===== src/lane_init_pkg.sv =====
// Shared constants and types for the lane initialisation polarity and connecting block
package lane_init_pkg;

  // Clock and timeout timing
  localparam int unsigned CLK_PERIOD_NS = 20;
  localparam int unsigned INIT_TIMEOUT_NS = 2000000;
  localparam int unsigned INIT_TIMEOUT_CYCLES = INIT_TIMEOUT_NS / CLK_PERIOD_NS;
  localparam int unsigned TIMER_W = 32;

  // Word format: [31:24] marker, [23:16] type, [15:8] parameters, [7:0] spare
  localparam int unsigned WORD_W = 32;
  localparam int unsigned MARK_LSB = 24;
  localparam int unsigned TYPE_LSB = 16;
  localparam int unsigned PARAM_LSB = 8;
  localparam logic [7:0] WORD_MARKER = 8'hbc;
  localparam logic [7:0] TYPE_FIRST_TRAIN = 8'h01;
  localparam logic [7:0] TYPE_SECOND_TRAIN = 8'h02;
  localparam logic [7:0] TYPE_PARAM_TRAIN = 8'h03;
  localparam logic [7:0] TYPE_RX_ERROR = 8'h04;
  localparam logic [7:0] TYPE_SIGNAL_GONE = 8'h05;
  localparam logic [7:0] TYPE_STANDBY = 8'h06;
  localparam logic [31:0] WORD_FIRST_TRAIN = 32'hbc010000;
  localparam logic [31:0] WORD_SECOND_TRAIN = 32'hbc020000;
  localparam logic [31:0] WORD_IDLE = 32'h00000000;

  // Run lengths
  localparam int unsigned INVERT_RUN = 3;
  localparam int unsigned TRAIN_TOTAL = 1023;
  localparam int unsigned CONNECT_RUN = 3;
  localparam int unsigned SHUTDOWN_RUN = 8;
  localparam int unsigned BITCNT_W = 5;

  // Machine states owned by this block; idle means a neighbouring state holds the lane
  typedef enum logic [1:0] {
    ST_IDLE,
    ST_STARTED,
    ST_RX_INVERTED,
    ST_CONNECTING
  } lane_state_t;

  // Enables driven towards the serial front end
  typedef struct packed {
    logic txEnable;
    logic txPllEnable;
    logic rxEnable;
    logic rxCdrEnable;
    logic rxInvert;
    logic ctrlWordEnable;
  } front_ctrl_t;

  // One-cycle hand-over pulses to the neighbouring states
  typedef struct packed {
    logic toHardReset;
    logic toLineClear;
    logic toConnected;
  } exit_pulse_t;

  // Decoded receive word classes
  typedef struct packed {
    logic valid;
    logic firstTrain;
    logic secondTrain;
    logic paramTrain;
    logic rxError;
    logic signalGone;
    logic standby;
    logic invFirst;
    logic invSecond;
    logic [7:0] params;
  } rx_class_t;

endpackage


===== src/lane_init_polarity_connecting.sv =====
// Lane initialisation: started, rx-inverted and connecting states with receive word handling
// Notes on behaviour
// - Started moves to rx-inverted after three inverted first training words, no errors.
// - Started moves to rx-inverted after three inverted second training words, no errors.
// - Rx-inverted keeps transmitter, its PLL, receiver and clock recovery enabled.
// - Rx-inverted inverts every received bit before word decoding.
// - Rx-inverted and connecting both accept and decode lane control words.
// - Simultaneous exits follow fixed priority: resets first, shutdown words last.
// - Hard reset request goes to cold reset, above everything else.
// - Soft reset request goes to line clear unless hard reset present.
// - No signal at receiver goes to line clear from rx-inverted or connecting, below both resets.
// - 1023 first or second training words without errors enter connecting.
// - Any receive error word restarts every training word count.
// - Initialisation timeout expiry goes to line clear.
// - Eight consecutive signal-gone words, or eight consecutive standby words, go to line clear, lowest.
// - Connecting keeps front end enabled and sends second training words.
// - Connecting moves to connected after three second training words, no errors.
// - Connecting moves to connected after three matching parameter training words.
// - Entering started starts a 2 ms initialisation timeout timer.
// - Started sends first training words for the far end to count.
`timescale 1ns/1ps
module lane_init_polarity_connecting #(
  parameter int unsigned TimeoutCycles = lane_init_pkg::INIT_TIMEOUT_CYCLES,
  parameter int unsigned TrainTotal = lane_init_pkg::TRAIN_TOTAL
) (
  // Clock and reset
  input wire logic sys_clk,
  input wire logic resetn,
  // Requests from management and neighbouring states
  input wire logic startedEnter,
  input wire logic hardResetReq,
  input wire logic softResetReq,
  // Serial receive pins, link clock domain
  input wire logic rxLinkClk,
  input wire logic rxSerial,
  input wire logic noSignal,
  // Front end control and transmit word
  output lane_init_pkg::front_ctrl_t frontCtrl,
  output logic [31:0] txWord,
  // State and hand-over
  output lane_init_pkg::lane_state_t laneState,
  output lane_init_pkg::exit_pulse_t exitPulse,
  output logic timeoutExpired,
  output logic [7:0] connectParams
);

  ////////////////////////////////////////////////////////////////////////////
  // Pin synchronisers

  logic linkClkS;
  logic serialS;
  logic noSignalS;
  logic linkClkPrevQ;
  logic linkRise;

  sync_two_flop uSyncClk (
    .sys_clk(sys_clk),
    .resetn(resetn),
    .asyncIn(rxLinkClk),
    .syncOut(linkClkS)
  );

  sync_two_flop uSyncData (
    .sys_clk(sys_clk),
    .resetn(resetn),
    .asyncIn(rxSerial),
    .syncOut(serialS)
  );

  sync_two_flop uSyncNoSig (
    .sys_clk(sys_clk),
    .resetn(resetn),
    .asyncIn(noSignal),
    .syncOut(noSignalS)
  );

  // Edge finder on the synchronised link clock
  always_ff @(posedge sys_clk)
  begin
    if (!resetn)
      linkClkPrevQ <= 1'b0;
    else
      linkClkPrevQ <= linkClkS;
  end

  assign linkRise = linkClkS && !linkClkPrevQ;

  ////////////////////////////////////////////////////////////////////////////
  // Deserialiser with marker alignment

  lane_init_pkg::lane_state_t stateQ;
  lane_init_pkg::lane_state_t stateD;
  logic [31:0] shiftQ;
  logic [31:0] shiftD;
  logic [4:0] bitCntQ;
  logic alignedQ;
  logic wordValidQ;
  logic [31:0] wordQ;
  logic inBit;
  logic active;

  assign active = (stateQ != lane_init_pkg::ST_IDLE);
  // Inversion sits ahead of the shifter so the decoder sees corrected bits
  assign inBit = frontCtrl.rxInvert ? ~serialS : serialS;
  assign shiftD = {shiftQ[30:0], inBit};

  // Word boundary found on a marker or inverted marker, then every 32 bits
  always_ff @(posedge sys_clk)
  begin
    if (!resetn || !active)
    begin
      shiftQ <= '0;
      bitCntQ <= '0;
      alignedQ <= 1'b0;
      wordValidQ <= 1'b0;
      wordQ <= '0;
    end
    else
    begin
      wordValidQ <= 1'b0;
      if (linkRise)
      begin
        shiftQ <= shiftD;
        bitCntQ <= bitCntQ + 1'b1;
        if (!alignedQ)
        begin
          // Inverted markers also align, so polarity detection can see them
          if (shiftD[31:24] == lane_init_pkg::WORD_MARKER || shiftD[31:24] == ~lane_init_pkg::WORD_MARKER)
          begin
            alignedQ <= 1'b1;
            bitCntQ <= '0;
            wordValidQ <= 1'b1;
            wordQ <= shiftD;
          end
        end
        else if (bitCntQ == 5'h1f)
        begin
          wordValidQ <= 1'b1;
          wordQ <= shiftD;
          // A word with no marker means alignment was lost
          alignedQ <= (shiftD[31:24] == lane_init_pkg::WORD_MARKER) || (shiftD[31:24] == ~lane_init_pkg::WORD_MARKER);
        end
      end
    end
  end

  ////////////////////////////////////////////////////////////////////////////
  // Word decoder

  lane_init_pkg::rx_class_t rxC;
  logic [31:0] invWord;
  logic plainMark;
  logic invMark;

  assign invWord = ~wordQ;
  assign plainMark = wordValidQ && frontCtrl.ctrlWordEnable && wordQ[31:24] == lane_init_pkg::WORD_MARKER;
  assign invMark = wordValidQ && frontCtrl.ctrlWordEnable && invWord[31:24] == lane_init_pkg::WORD_MARKER;

  // Control words decoded in every state this block owns
  always_comb
  begin
    rxC.valid = wordValidQ;
    rxC.firstTrain = plainMark && wordQ[23:16] == lane_init_pkg::TYPE_FIRST_TRAIN;
    rxC.secondTrain = plainMark && wordQ[23:16] == lane_init_pkg::TYPE_SECOND_TRAIN;
    rxC.paramTrain = plainMark && wordQ[23:16] == lane_init_pkg::TYPE_PARAM_TRAIN;
    rxC.rxError = plainMark && wordQ[23:16] == lane_init_pkg::TYPE_RX_ERROR;
    rxC.signalGone = plainMark && wordQ[23:16] == lane_init_pkg::TYPE_SIGNAL_GONE;
    rxC.standby = plainMark && wordQ[23:16] == lane_init_pkg::TYPE_STANDBY;
    rxC.invFirst = invMark && invWord[23:16] == lane_init_pkg::TYPE_FIRST_TRAIN;
    rxC.invSecond = invMark && invWord[23:16] == lane_init_pkg::TYPE_SECOND_TRAIN;
    rxC.params = wordQ[15:8];
  end

  ////////////////////////////////////////////////////////////////////////////
  // Run counters

  logic stateChange;
  logic cntClr;
  logic hitInvFirst;
  logic hitInvSecond;
  logic hitTotal;
  logic hitSecond;
  logic hitParam;
  logic hitGone;
  logic hitStandby;
  logic paramsMatch;
  logic [7:0] lastParamsQ;

  assign stateChange = (stateD != stateQ);
  // Errors restart every training count; counts also restart on a state change
  assign cntClr = stateChange || rxC.rxError;
  assign paramsMatch = (rxC.params == lastParamsQ);

  run_counter #(.W(2), .MAX(2'(lane_init_pkg::INVERT_RUN))) uCntInvFirst (
    .sys_clk(sys_clk),
    .resetn(resetn),
    .clr(cntClr),
    .restart(1'b0),
    .inc(rxC.invFirst),
    .hit(hitInvFirst)
  );

  run_counter #(.W(2), .MAX(2'(lane_init_pkg::INVERT_RUN))) uCntInvSecond (
    .sys_clk(sys_clk),
    .resetn(resetn),
    .clr(cntClr),
    .restart(1'b0),
    .inc(rxC.invSecond),
    .hit(hitInvSecond)
  );

  // Any mix of first and second training words adds to the total
  run_counter #(.W(10), .MAX(10'(TrainTotal))) uCntTotal (
    .sys_clk(sys_clk),
    .resetn(resetn),
    .clr(cntClr),
    .restart(1'b0),
    .inc(rxC.firstTrain || rxC.secondTrain),
    .hit(hitTotal)
  );

  run_counter #(.W(2), .MAX(2'(lane_init_pkg::CONNECT_RUN))) uCntSecond (
    .sys_clk(sys_clk),
    .resetn(resetn),
    .clr(cntClr),
    .restart(1'b0),
    .inc(rxC.secondTrain),
    .hit(hitSecond)
  );

  // A parameter change restarts the run at one, counting the new word
  run_counter #(.W(2), .MAX(2'(lane_init_pkg::CONNECT_RUN))) uCntParam (
    .sys_clk(sys_clk),
    .resetn(resetn),
    .clr(cntClr),
    .restart(rxC.paramTrain && !paramsMatch),
    .inc(rxC.paramTrain),
    .hit(hitParam)
  );

  // Consecutive runs break on any other decoded word
  run_counter #(.W(4), .MAX(4'(lane_init_pkg::SHUTDOWN_RUN))) uCntGone (
    .sys_clk(sys_clk),
    .resetn(resetn),
    .clr(stateChange || (rxC.valid && !rxC.signalGone)),
    .restart(1'b0),
    .inc(rxC.signalGone),
    .hit(hitGone)
  );

  run_counter #(.W(4), .MAX(4'(lane_init_pkg::SHUTDOWN_RUN))) uCntStandby (
    .sys_clk(sys_clk),
    .resetn(resetn),
    .clr(stateChange || (rxC.valid && !rxC.standby)),
    .restart(1'b0),
    .inc(rxC.standby),
    .hit(hitStandby)
  );

  // Last parameter value seen, compared by the next parameter word
  always_ff @(posedge sys_clk)
  begin
    if (!resetn)
      lastParamsQ <= '0;
    else if (rxC.paramTrain)
      lastParamsQ <= rxC.params;
  end

  ////////////////////////////////////////////////////////////////////////////
  // Initialisation timeout timer

  logic [31:0] timerQ;
  logic timerRunQ;

  // Started on entry to started only; never restarted by later states
  always_ff @(posedge sys_clk)
  begin
    if (!resetn)
    begin
      timerQ <= '0;
      timerRunQ <= 1'b0;
    end
    else if (stateQ == lane_init_pkg::ST_IDLE && startedEnter)
    begin
      timerQ <= '0;
      timerRunQ <= 1'b1;
    end
    else if (stateD == lane_init_pkg::ST_IDLE)
      timerRunQ <= 1'b0;
    else if (timerRunQ && timerQ != TimeoutCycles)
      timerQ <= timerQ + 32'h00000001;
  end

  assign timeoutExpired = timerRunQ && (timerQ == TimeoutCycles);

  ////////////////////////////////////////////////////////////////////////////
  // State machine

  logic shutdownSeen;
  lane_init_pkg::exit_pulse_t exitD;

  assign shutdownSeen = hitGone || hitStandby;

  // Exits checked in priority order, resets first and shutdown words last
  always_comb
  begin
    stateD = stateQ;
    exitD = '0;
    unique case (stateQ)
      lane_init_pkg::ST_IDLE:
      begin
        if (startedEnter)
          stateD = lane_init_pkg::ST_STARTED;
      end
      lane_init_pkg::ST_STARTED:
      begin
        if (hardResetReq)
          exitD.toHardReset = 1'b1;
        else if (softResetReq)
          exitD.toLineClear = 1'b1;
        else if (hitTotal)
          stateD = lane_init_pkg::ST_CONNECTING;
        else if (hitInvFirst || hitInvSecond)
          stateD = lane_init_pkg::ST_RX_INVERTED;
        else if (timeoutExpired)
          exitD.toLineClear = 1'b1;
        else if (shutdownSeen)
          exitD.toLineClear = 1'b1;
      end
      lane_init_pkg::ST_RX_INVERTED:
      begin
        if (hardResetReq)
          exitD.toHardReset = 1'b1;
        else if (softResetReq)
          exitD.toLineClear = 1'b1;
        else if (noSignalS)
          exitD.toLineClear = 1'b1;
        else if (hitTotal)
          stateD = lane_init_pkg::ST_CONNECTING;
        else if (timeoutExpired)
          exitD.toLineClear = 1'b1;
        else if (shutdownSeen)
          exitD.toLineClear = 1'b1;
      end
      lane_init_pkg::ST_CONNECTING:
      begin
        if (hardResetReq)
          exitD.toHardReset = 1'b1;
        else if (softResetReq)
          exitD.toLineClear = 1'b1;
        else if (noSignalS)
          exitD.toLineClear = 1'b1;
        else if (hitSecond)
          exitD.toConnected = 1'b1;
        else if (hitParam)
          exitD.toConnected = 1'b1;
        else if (timeoutExpired)
          exitD.toLineClear = 1'b1;
        else if (shutdownSeen)
          exitD.toLineClear = 1'b1;
      end
    endcase
    if (exitD != '0)
      stateD = lane_init_pkg::ST_IDLE;
  end

  // State and hand-over pulses, one flop each
  always_ff @(posedge sys_clk)
  begin
    if (!resetn)
    begin
      stateQ <= lane_init_pkg::ST_IDLE;
      exitPulse <= '0;
    end
    else
    begin
      stateQ <= stateD;
      exitPulse <= exitD;
    end
  end

  // Parameters captured whenever connected is reached, by second training or parameter words
  always_ff @(posedge sys_clk)
  begin
    if (!resetn)
      connectParams <= '0;
    else if (exitD.toConnected)
      connectParams <= lastParamsQ;
  end

  assign laneState = stateQ;

  ////////////////////////////////////////////////////////////////////////////
  // Front end enables and transmit word

  // Registered so the front end sees glitch-free controls
  always_ff @(posedge sys_clk)
  begin
    if (!resetn)
    begin
      frontCtrl <= '0;
      txWord <= lane_init_pkg::WORD_IDLE;
    end
    else
    begin
      frontCtrl.txEnable <= (stateD != lane_init_pkg::ST_IDLE);
      frontCtrl.txPllEnable <= (stateD != lane_init_pkg::ST_IDLE);
      frontCtrl.rxEnable <= (stateD != lane_init_pkg::ST_IDLE);
      frontCtrl.rxCdrEnable <= (stateD != lane_init_pkg::ST_IDLE);
      // Inversion stays on into connecting, since the far end is still crossed
      frontCtrl.rxInvert <= (stateD == lane_init_pkg::ST_RX_INVERTED) ||
        (stateD == lane_init_pkg::ST_CONNECTING && frontCtrl.rxInvert);
      frontCtrl.ctrlWordEnable <= (stateD != lane_init_pkg::ST_IDLE);
      unique case (stateD)
        lane_init_pkg::ST_STARTED: txWord <= lane_init_pkg::WORD_FIRST_TRAIN;
        lane_init_pkg::ST_RX_INVERTED: txWord <= lane_init_pkg::WORD_FIRST_TRAIN;
        lane_init_pkg::ST_CONNECTING: txWord <= lane_init_pkg::WORD_SECOND_TRAIN;
        lane_init_pkg::ST_IDLE: txWord <= lane_init_pkg::WORD_IDLE;
      endcase
    end
  end

endmodule


===== src/sync_two_flop.sv =====
// Two flip-flop synchroniser for one level from outside the clock domain
`timescale 1ns/1ps
module sync_two_flop (
  // Clock and reset
  input wire logic sys_clk,
  input wire logic resetn,
  // Level in and out
  input wire logic asyncIn,
  output logic syncOut
);

  logic metaQ;

  // First stage feeds only the second stage
  always_ff @(posedge sys_clk)
  begin
    if (!resetn)
    begin
      metaQ <= 1'b0;
      syncOut <= 1'b0;
    end
    else
    begin
      metaQ <= asyncIn;
      syncOut <= metaQ;
    end
  end

endmodule


===== src/run_counter.sv =====
// Saturating run counter with clear, restart and increment
`timescale 1ns/1ps
module run_counter #(
  parameter int unsigned W = 4,
  parameter logic [W-1:0] MAX = '1
) (
  // Clock and reset
  input wire logic sys_clk,
  input wire logic resetn,
  // Control
  input wire logic clr,
  input wire logic restart,
  input wire logic inc,
  // Status
  output logic hit
);

  logic [W-1:0] countQ;

  // Clear wins, restart loads one, saturate at the target
  always_ff @(posedge sys_clk)
  begin
    if (!resetn || clr)
      countQ <= '0;
    else if (restart)
      countQ <= {{(W-1){1'b0}}, 1'b1};
    else if (inc && countQ != MAX)
      countQ <= countQ + 1'b1;
  end

  assign hit = (countQ == MAX);

endmodule


===== config.mk =====
export PLATFORM = sky130hd
export DESIGN_NAME = lane_init_polarity_connecting
export DESIGN_NICKNAME = d
export VERILOG_FILES = /design/src/lane_init_pkg.sv /design/src/lane_init_polarity_connecting.sv /design/src/sync_two_flop.sv /design/src/run_counter.sv
export SDC_FILE = /design/constraint.sdc
export NUM_CORES = 1
export LEC_CHECK = 0
export BUFFER_PORTS_ARGS = -buffer_cell sky130_fd_sc_hd__buf_2
export CORE_UTILIZATION = 35
export CTS_BUF_LIST = sky130_fd_sc_hd__clkbuf_2
export DETAILED_ROUTE_END_ITERATION = 16
export HOLD_SLACK_MARGIN = 0.05
export PLACE_DENSITY = 0.61
export SYNTH_ARGS = -nofsm -noshare
export SYNTH_HDL_FRONTEND = slang
export SYNTH_SLANG_ARGS = --single-unit

===== constraint.sdc =====
create_clock -name sys_clk -period 3.41 [get_ports sys_clk]
set_input_delay 0.5115 -clock sys_clk [delete_from_list [all_inputs] [get_ports sys_clk]]
set_output_delay 0.5115 -clock sys_clk [all_outputs]
set_load 0.005 [all_outputs]

; After elaboration in Yosys (flattened, before gate mapping)
; Index checks and enable logic that the tools add are counted.
[totals]
ff_bits = 191
latch_bits = 0
ramBits = 0
mem_bits_ro = 0
input_bits = 8
output_inout_bits = 52
wordCells = 190
memories = 0
[op_classes]
addsub = 9
n_mul = 0
n_div = 0
magnitude_cmp = 0
n_eq_ne = 38
n_shift = 0
muxes = 49
n_bitwise = 5
n_reduce_logical = 58
[op_table]
columns = cell, count
row1 = $mux W32, 3
row2 = $pmux W32 S3, 1
row3 = $add A32 B1 Y32 const B, 1
row4 = $eq A32 B17 Y1 const B, 1
row5 = $ne A32 B17 Y1 const B, 1
row6 = $not A32 Y32, 1
row7 = $mux W1, 30
row8 = $logic_and A1 B1 Y1, 26
row9 = $eq A8 B2 Y1 const B, 3
row10 = $eq A8 B3 Y1 const B, 3
row11 = $eq A8 B8 Y1 const B, 3
row12 = $mux W2, 11
row13 = $eq A2 B2 Y1 const B, 8
row14 = $eq A8 B1 Y1 const B, 2
row15 = $logic_or A1 B1 Y1, 12
row16 = $pmux W2 S3, 2
row17 = $add A10 B1 Y10 const B, 1
row18 = $eq A10 B10 Y1 const B, 1
row19 = $mux W5, 2
row20 = $ne A10 B10 Y1 const B, 1
row21 = $reduce_bool A2 Y1, 5
row22 = $add A2 B1 Y2 const B, 4
row23 = $add A4 B1 Y4 const B, 2
row24 = $eq A4 B4 Y1 const B, 2
row25 = 16 further kinds, 33

; Longest topological paths before layout
; Gate-level depths: netlist (run 1).
[depth]
word_depth = 16
mapped_depth = 15

; Hierarchy
; Synthesis (run 1) repeated with hierarchy kept, for this count alone.
[unflattened]
cells_unflattened = 844
hier_area_um2 = 7269.5
[by_module_without_submodules]
columns = mod, instances, cells_each, area_each_um2, seq_area_each_um2
row1 = lane_init_polarity_connecting, 1, 682, 5650.4, 2422.3
row2 = run_counter (uCntTotal), 1, 60, 558.0, 200.2
row3 = run_counter (uCntGone ...), 2, 27, 229.0, 80.1
row4 = run_counter (uCntInvFirst ...), 4, 9, 111.4, 40.0
row5 = sync_two_flop, 3, 4, 52.6, 40.0

; Least setup slack after synthesis (run 1)
; No wires, ideal clock.
[synth_path]
path_type = register to register
startpoint = register uCntTotal.countQ[0]
endpoint = register timerQ[29]
setup_time_ps = 70
t_arrival_ps = 3161
slack_ps = 179
path_stages_with_launch = 15
n_path_buf = 1
synth_period_minus_slack_ps = 3231
path_cell_list = dfxtp_1 -> ha_1 -> and3_1 -> and4_4 -> buf_6 -> o32ai_1 -> o221a_4 -> nor3_1 -> inv_1 -> ha_1 -> nor2b_1 -> and3_1 -> nand3_1 -> or3_1 -> a21oi_1
[synth_between]
elab_chain_cells = 11
[synth_rtl]
columns = element, line_no
row1 = start: declaration, run_counter.sv:18  ; logic [W-1:0] countQ;
row2 = start signal: assignment, run_counter.sv:26  ; countQ <= {{(W-1){1'b0}}, 1'b1};
row3 = start signal: assignment, run_counter.sv:28  ; countQ <= countQ + 1'b1;
row4 = $eq A10 B10 Y1 *, run_counter.sv:31  ; assign hit = (countQ == MAX);
row5 = $mux W1, lane_init_polarity_connecting.sv:338  ; else if (hitTotal)
row6 = $mux W1, lane_init_polarity_connecting.sv:336  ; else if (noSignalS)
row7 = $mux W1, lane_init_polarity_connecting.sv:334  ; else if (softResetReq)
row8 = $mux W1, lane_init_polarity_connecting.sv:332  ; if (hardResetReq)
row9 = $pmux W2 S3, lane_init_polarity_connecting.sv:309  ; unique case (stateQ)
row10 = $reduce_bool A3 Y1, lane_init_polarity_connecting.sv:363  ; if (exitD != '0)
row11 = $mux W2 *, lane_init_polarity_connecting.sv:363
row12 = net stateD[0], lane_init_polarity_connecting.sv:92  ; lane_init_pkg::lane_state_t stateD;
row13 = $logic_not A2 Y1 *, lane_init_polarity_connecting.sv:288  ; else if (stateD == lane_init_pkg::ST_IDLE)
row14 = $not A1 Y1 (no line) *, -
row15 = $reduce_and A2 Y1 (no line) *, -
row16 = end signal: assignment, lane_init_polarity_connecting.sv:291  ; timerQ <= timerQ + 32'h00000001;
row17 = end: declaration, lane_init_polarity_connecting.sv:272  ; logic [31:0] timerQ;
; Mark *: on every way through the listed nets, which the timed path passes. The rest lies on a longest branch.
; A chain may end at the register's enable or synchronous reset.

; Worst setup path in the final report (run 1)
[layout_path]
startpoint = register timerQ[0]
endpoint = register timerQ[29]
[layout_between]
elab_chain_cells = 14
[layout_rtl]
columns = element, line_no
row1 = $eq A32 B17 Y1 *, lane_init_polarity_connecting.sv:294  ; assign timeoutExpired = timerRunQ && (timerQ == TimeoutCycles);
row2 = $logic_and A1 B1 Y1 *, lane_init_polarity_connecting.sv:294
row3 = $mux W1 *, lane_init_polarity_connecting.sv:340  ; else if (timeoutExpired)
row4 = $mux W1, lane_init_polarity_connecting.sv:355  ; else if (hitParam)
row5 = $mux W1, lane_init_polarity_connecting.sv:353  ; else if (hitSecond)
row6 = $mux W1, lane_init_polarity_connecting.sv:351  ; else if (noSignalS)
row7 = $mux W1, lane_init_polarity_connecting.sv:349  ; else if (softResetReq)
row8 = $mux W2, lane_init_polarity_connecting.sv:347  ; if (hardResetReq)
row9 = $pmux W2 S3 *, lane_init_polarity_connecting.sv:309
row10 = $reduce_bool A3 Y1 *, lane_init_polarity_connecting.sv:363
row11 = $mux W2 *, lane_init_polarity_connecting.sv:363
row12 = net stateD[0], lane_init_polarity_connecting.sv:92
row13 = $logic_not A2 Y1 *, lane_init_polarity_connecting.sv:288
row14 = $not A1 Y1 (no line) *, -
row15 = $reduce_and A2 Y1 (no line) *, -
; Marks and branches as above.

==> results of run 1 <==
cells in the final DEF (no fill, tap or decap), types with 18 or more instances in the layout:
cell type and n:
mux2i_1 48, xor2_1 30, buf_4 30, a21oi_1 51, nand2_1 99, xnor2_1 21, dfxtp_1 153, conb_1 25
buf_2 34, nor3_1 18, nor2_1 77, clkbuf_2 18, nor2b_1 20
layout make-up:
class                           instances  area, um^2  area share [%]
Clock inverter                         14         125            1.63
Clock buffer                           18        90.1            1.17
Timing Repair Buffer                   68         435            5.68
Multi-Input combinational cell        567        3570            46.6
Antenna cell                            1        2.50          0.0326
Tap cell                              265         332            4.32
Sequential cell                       153        3060            39.9
Inverter                               14        52.6           0.685
where the power goes:
part | internal [W] | switching, W | leakage (nW)
Clock | 0.000271 | 0.000663 | 0.137
Combinational | 0.0000563 | 0.0000965 | 1.39
Sequential | 0.00180 | 0.00000769 | 1.23
Total | 0.00213 | 0.000768 | 2.77
state kept, by name (all words and copies together), names as in the netlist, 2 cells and up:
signal / flops
laneState: 2
exitPulse: 3
connectParams: 8
bitCntQ: 5
uCntInvSecond.countQ: 2
uCntInvFirst.countQ: 2
wordQ: 24
timerQ: 32
uCntSecond.countQ: 2
uCntTotal.countQ: 10
shiftQ: 31
frontCtrl: 2
uCntStandby.countQ: 4
uCntGone.countQ: 4
uCntParam.countQ: 2
lastParamsQ: 8
txWord: 2
per-stage QoR:
| step | worst slack (ns) | power, W | hold WS [ns] | util (%) | instance area, um^2 |
|---|---|---|---|---|---|
| after floorplan | 0.179 | 0.00198 | 0.412 | - | 7080 |
| after global placement | 0.0600 | 0.00200 | 0.418 | 37.9 | 7400 |
| after detailed placement | 0.0104 | 0.00199 | 0.417 | 37.9 | 7400 |
| after CTS | 0.0751 | 0.00294 | 0.190 | 39.2 | 7660 |
| after global routing | 0.00368 | 0.00305 | 0.171 | 39.3 | 7670 |
| final | 0.267 | 0.00290 | 0.273 | 39.3 | 7670 |
cells by family after synthesis:
| kind of cell | count (synthesis) | share of synthesized area, % |
|---|---|---|
| compound gates | 76 | 6.40 |
| xor+xnor | 51 | 6.39 |
| fa+ha+maj | 17 | 3.04 |
| buf+inv | 79 | 6.69 |
| flops | 153 | 43.8 |
| mux | 48 | 6.87 |
| other cells | 1 | 0.0536 |
| simple gates | 350 | 26.8 |
routing by layer:
layer  wire length [um]  part of all wire, %  up-vias  track usage (%)
met1               6960                   52     2365             19.4
met2               5810                   43       87             21.1
li1                   -                    -     2675                -
met5                  0                    0        -                0
met3                434                  3.2        9             3.37
met4                167                  1.2        0             5.54
worst register-to-register path: cells and delay by family, from the launching register on:
| kind | cells | cell delay [ns] |
|---|---|---|
| buffers and inverters | 2 | 0.17 |
| and+or+nand+nor | 8 | 1.77 |
| DFF | 1 | 0.37 |
| adders and majority gates | 2 | 0.41 |
| AOI/OAI and AO/OA | 2 | 0.36 |
worst paths after layout:
path | endpoint | slack (ns) | cells past startpoint
hold / removal | timerRunQ$_SDFFE_PN0P_ | 0.27 | 3
setup / recovery | timerQ[29]$_SDFFE_PP0P_ | 0.27 | 14
hold reg to reg | shiftQ[2]$_SDFFE_PP0P_ | 0.45 | 2
setup reg to reg | timerQ[29]$_SDFFE_PP0P_ | 0.27 | 14
what timing repair did:
action,CTS,global route
hold endpoints to repair,4,0
hold buffers,4,0
setup endpoints to repair,0,12
resized for setup,0,3
setup buffers,0,0
==> flow_summary.json, run 1 <==
{
  "num_vias": 5136,
  "max_slew_margin_pct": 44.9,
  "nets": 846,
  "antenna_found_initial": 1,
  "grt_pass1_wl_um": 22800,
  "hold_path_class": "in2reg",
  "min_from": "startedEnter",
  "finClkSkew_ns": 0.0328,
  "drt_iter0_markers": 183,
  "grt_pass1_vias": 4616,
  "cts.sinks": 153,
  "portBuffers": 34,
  "worstPathArrival_ns": 3.79,
  "tns_ns": 0,
  "synth_warnings": 0,
  "tightest_slew_ns": 0.816,
  "fp-row-count": 51,
  "area_delta_synth_final_pct": 9.70,
  "synth_area_mm2": 0.00699,
  "finalHoldViolations": 0,
  "die_w_um": 143,
  "yosys.area.top_type": "dfxtp_1",
  "die_h_um": 143,
  "start_util_pct": 35.8,
  "path_buf_inv": 2,
  "htreeDepth": 4,
  "vias_per_cell": 4.67,
  "fin_cells": 1100,
  "synth_edf_count": 0,
  "cts.reportedPaths.clkPinSlew_ns": 0.20,
  "syn_inst": 775,
  "synth_top_area_share_pct": 43.8,
  "clockBufferDepth": 2,
  "totalWireLength_um": 13400,
  "drc": 0,
  "status": "finished, final reports clean",
  "crit_start": "timerQ[0]$_SDFFE_PP0P_",
  "path_max_fanout": 9,
  "drive_above_1_share_pct": 15.1,
  "worstPathRequired_ns": 4.06,
  "power_density_mw_per_mm2": 378,
  "globalplace.congestion": 0.770,
  "ys_ff_latch": 153,
  "r2r-start": "timerQ[0]$_SDFFE_PP0P_",
  "grt.overflow.total": 0,
  "synth.most_common_cell": "dfxtp_1",
  "hpwl_um": 9360,
  "cts_inserted_buffers": 17,
  "timing.max_cap.violations": 0,
  "cp_slowest_cell": "or3_1",
  "async_flop_share_pct": 0,
  "rsz0062_at_grt": "no",
  "cpPeakStageDelay_ns": 0.39,
  "fillers": 2043,
  "path_cells": "inv_1 > ha_1 > nor4b_1 > and4_1 > and3_4 > o221a_4 > nor3_1 > inv_1 > ha_1 > nor2b_2 > and3_1 > nand3_2 > or3_1 > a21oi_1",
  "end_kind": "register",
  "min_period_ns": 3.14,
  "clock_latency_ns": 0.71,
  "track_usage_pct": 14.1,
  "grt_max_degree": 38,
  "root_buffer": "clkbuf_2",
  "drtPass1Iterations": 4,
  "synth_common_cells": "dfxtp_1 (153), nand2_1 (100), nor2_1 (77)",
  "path_class": "reg2reg",
  "coreArea_mm2": 0.0195,
  "postRouteAntennaNets": 0,
  "synth.area.top_cells": "dfxtp_1 (44%), mux2i_1 (6.9%), nand2_1 (5.4%)",
  "wl_per_cell_um": 12.2,
  "dp_cells": 1063,
  "slew_violations": 0,
  "setup_viol": 0,
  "ys_seq_area_share_pct": 43.8,
  "cts_tree": "built",
  "ys_types": 60,
  "fmax_mhz": 318,
  "synth_flop_cell": "dfxtp_1",
  "p_leak_nw": 2.77,
  "ir_drop_v": 0.000179,
  "pin_count": 60,
  "dieArea_mm2": 0.0206,
  "fin_crit_sh_pct": 92.2,
  "critPathTopFamily": "simple AND/OR/NAND/NOR gates",
  "synth.avg_cell_area_um2": 9.02,
  "startpoint_type": "register"
}
No activity file was read; power rests on OpenSTA's default activity.
==> inputs of run 2 (changes only) <==
--- a/config.mk
+++ b/config.mk
@@ -11,6 +11,8 @@
 export DETAILED_ROUTE_END_ITERATION = 16
 export HOLD_SLACK_MARGIN = 0.05
 export PLACE_DENSITY = 0.61
+export RECOVER_POWER = 25
 export SYNTH_ARGS = -nofsm -noshare
 export SYNTH_HDL_FRONTEND = slang
+export SYNTH_HIERARCHICAL = 1
 export SYNTH_SLANG_ARGS = --single-unit
==> run 2 against run 1 <==
  * The flow now finishes with violations (max-capacitance violations, max-slew violations)
  * Final cell count rose by 6.2%
  * Cell area rose by 3.7%
  * Flip-flop and latch count unchanged
  * Die area is 3.9% higher
  * Global-route usage decreased by 0.12 points
  * Synthesized cell count rose by 8.9%
==> flow_summary.json, run 2 <==
{
  "drive_above_1_share_pct": 13.7,
  "largest-register": "timerQ",
  "top_regs": "timerQ x32, shiftQ x31, wordQ x24",
  "totalWireLength_um": 14600,
  "grt.overflow.total": 0,
  "cp_slowest_cell": "or3_4",
  "setup_viol": 0,
  "critPathTopFamily": "simple AND/OR/NAND/NOR gates",
  "ys_ff_latch": 153,
  "synth_area_mm2": 0.00727,
  "nets": 910,
  "drt_iter0_markers": 338,
  "power_density_mw_per_mm2": 379,
  "slew_violations": 35,
  "grt_pass1_vias": 5178,
  "min_period_ns": 3.25,
  "end_kind": "register",
  "vias_per_cell": 4.86,
  "cp_common_cell": "ha_1",
  "clock_latency_ns": 0.72,
  "final.setup.worst_slack_ns": 0.159,
  "drtPass1Iterations": 4,
  "worstPathRequired_ns": 4.06,
  "cts_inserted_buffers": 17,
  "synth_edf_count": 0,
  "die_h_um": 146,
  "worstPathArrival_ns": 3.90,
  "fin_crit_sh_pct": 95.3,
  "cts.reportedPaths.clkPinSlew_ns": 0.24,
  "synth.avg_cell_area_um2": 8.61,
  "fp-row-count": 52,
  "grt_pass1_wl_um": 24500,
  "async_flop_share_pct": 0,
  "status": "complete, but fails checks",
  "dieArea_mm2": 0.0213,
  "hold_path_class": "in2reg",
  "tightest_slew_ns": 1.66,
  "final_cell_mix": "dfxtp_1 (150), nand2_1 (136), nand3_1 (52)",
  "coreArea_mm2": 0.0203,
  "syn_inst": 844,
  "ys_types": 71,
  "crit_start": "uCntTotal/countQ[0]$_SDFFE_PP0P_",
  "synth_flop_cell": "dfxtp_1",
  "path_max_fanout": 5,
  "htreeDepth": 4,
  "violations": "max-capacitance violations, max-slew violations",
  "max_slew_margin_pct": -10.5,
  "p_leak_nw": 2.86,
  "path_buf_inv": 0,
  "startpoint_type": "register",
  "dp_slack_ns": 0.126,
  "cpPeakStageDelay_ns": 0.45,
  "r2r-start": "uCntTotal/countQ[0]$_SDFFE_PP0P_",
  "ir_drop_v": 0.000187,
  "synth.most_common_cell": "dfxtp_1",
  "track_usage_pct": 14.0,
  "largest_reg_flops": 32,
  "area_delta_synth_final_pct": 9.40,
  "drc": 0,
  "path_cells": "ha_1 > nand2_2 > nor3_4 > nor2_1 > a211oi_2 > a311oi_1 > nand2_1 > nand3_1 > ha_1 > nand4b_1 > or3_4 > or3_1 > a21oi_1",
  "start_util_pct": 35.8,
  "portBuffers": 34,
  "ys_seq_area_share_pct": 42.1,
  "synth_common_cells": "dfxtp_1 (153), nand2_1 (136), nand3_1 (52)",
  "clockBufferDepth": 2,
  "antenna_found_initial": 1,
  "fmax_mhz": 308,
  "globalplace.congestion": 0.814,
  "synth.area.top_cells": "dfxtp_1 (42%), nand2_1 (7.0%), xor2_1 (4.0%)",
  "yosys.area.top_type": "dfxtp_1",
  "num_vias": 5677,
  "finalHoldViolations": 0,
  "timing.max_cap.violations": 1,
  "wl_per_cell_um": 12.5,
  "ff_latch_area_mm2": 0.00307,
  "min_from": "softResetReq",
  "cts_tree": "built",
  "total_power_w": 0.00301,
  "die_w_um": 146,
  "synth_warnings": 6,
  "path_class": "reg2reg",
  "pin_count": 60,
  "finClkSkew_ns": 0.0373,
  "hpwl_um": 9990,
  "multi_input_area_mm2": 0.00391,
  "cts.sinks": 153,
  "tns_ns": 0,
  "grt_max_degree": 50,
  "fin_cells": 1168,
  "fillers": 2084,
  "dp_cells": 1131,
  "root_buffer": "clkbuf_2",
  "layout.cells.most_common": "dfxtp_1",
  "fin_util_pct": 39.2,
  "synth_top_area_share_pct": 42.1,
  "postRouteAntennaNets": 0
}
==> run 2: worst register-to-register path: stages (launching register included) <==
cell and delay [ns]:
dfxtp_2 0.41, ha_1 0.20, nand2_2 0.09, nor3_4 0.27
nor2_1 0.09, a211oi_2 0.25, a311oi_1 0.15, nand2_1 0.17
nand3_1 0.12, ha_1 0.26, nand4b_1 0.27, or3_4 0.45
or3_1 0.32, a21oi_1 0.14
==> run 2: final cells by class <==
class	instances	share of cell area [%]
sequential	153	38.6
antenna	1	0.0315
inverter	19	0.897
clock inverter	11	1.56
multi-input combinational	637	49.1
timing repair buffer	57	4.31
tap	270	4.25
clock buffer	20	1.26
==> run 2: logic make-up (layout without fill, tap and decap cells) <==
kind of cell / after synthesis / in the layout / synth area share, %
adder cells (fa/ha/maj): 17 / 17 / 2.93
buffers and inverters: 89 / 107 / 6.71
AND/OR/NAND/NOR: 394 / 394 / 30.2
flip-flops: 153 / 153 / 42.1
XOR/XNOR: 37 / 37 / 4.46
AO/OA/AOI/OAI: 139 / 139 / 11.6
other: 1 / 37 / 0.0516
multiplexers: 14 / 14 / 1.93
==> run 2: path summary, 6_finish.rpt <==
check,end,slack [ns],cells after the start
max,timerQ[11]$_SDFFE_PP0P_,0.16,13
min,exitPulse[1]$_SDFF_PN0_,0.14,3
max reg2reg,timerQ[11]$_SDFFE_PP0P_,0.16,13
min reg2reg,uSyncClk/syncOut$_SDFF_PN0_,0.46,1
==> run 2: metrics by stage <==
step,cell area [um^2],hold WS (ns)
2_1_floorplan,7400,0.406
3_3_place_gp,7660,0.413
3_5_place_dp,7660,0.411
4_1_cts,7920,0.0676
5_1_grt,7950,0.0928
6_report,7950,0.144
==> run 2: timing repair <==
action | in CTS | in global routing
endpoints found under the setup margin | 0 | 18
endpoints found under the hold margin | 4 | 0
buffers inserted | 0 | 1
resized for setup | 0 | 8
hold buffers | 4 | 0
==> run 2: routing by layer <==
metal | track usage (%) | part of all wire, %
met1 | 18.6 | 50
met2 | 22.3 | 46
met3 | 3.06 | 3.4
met4 | 4.69 | 1.2
met5 | 0 | 0
==> run 2: power by group <==
part	internal, W	switching (W)
clock network	0.000342	0.000663
logic	0.0000669	0.000115
registers	0.00181	0.0000164
total	0.00222	0.000795
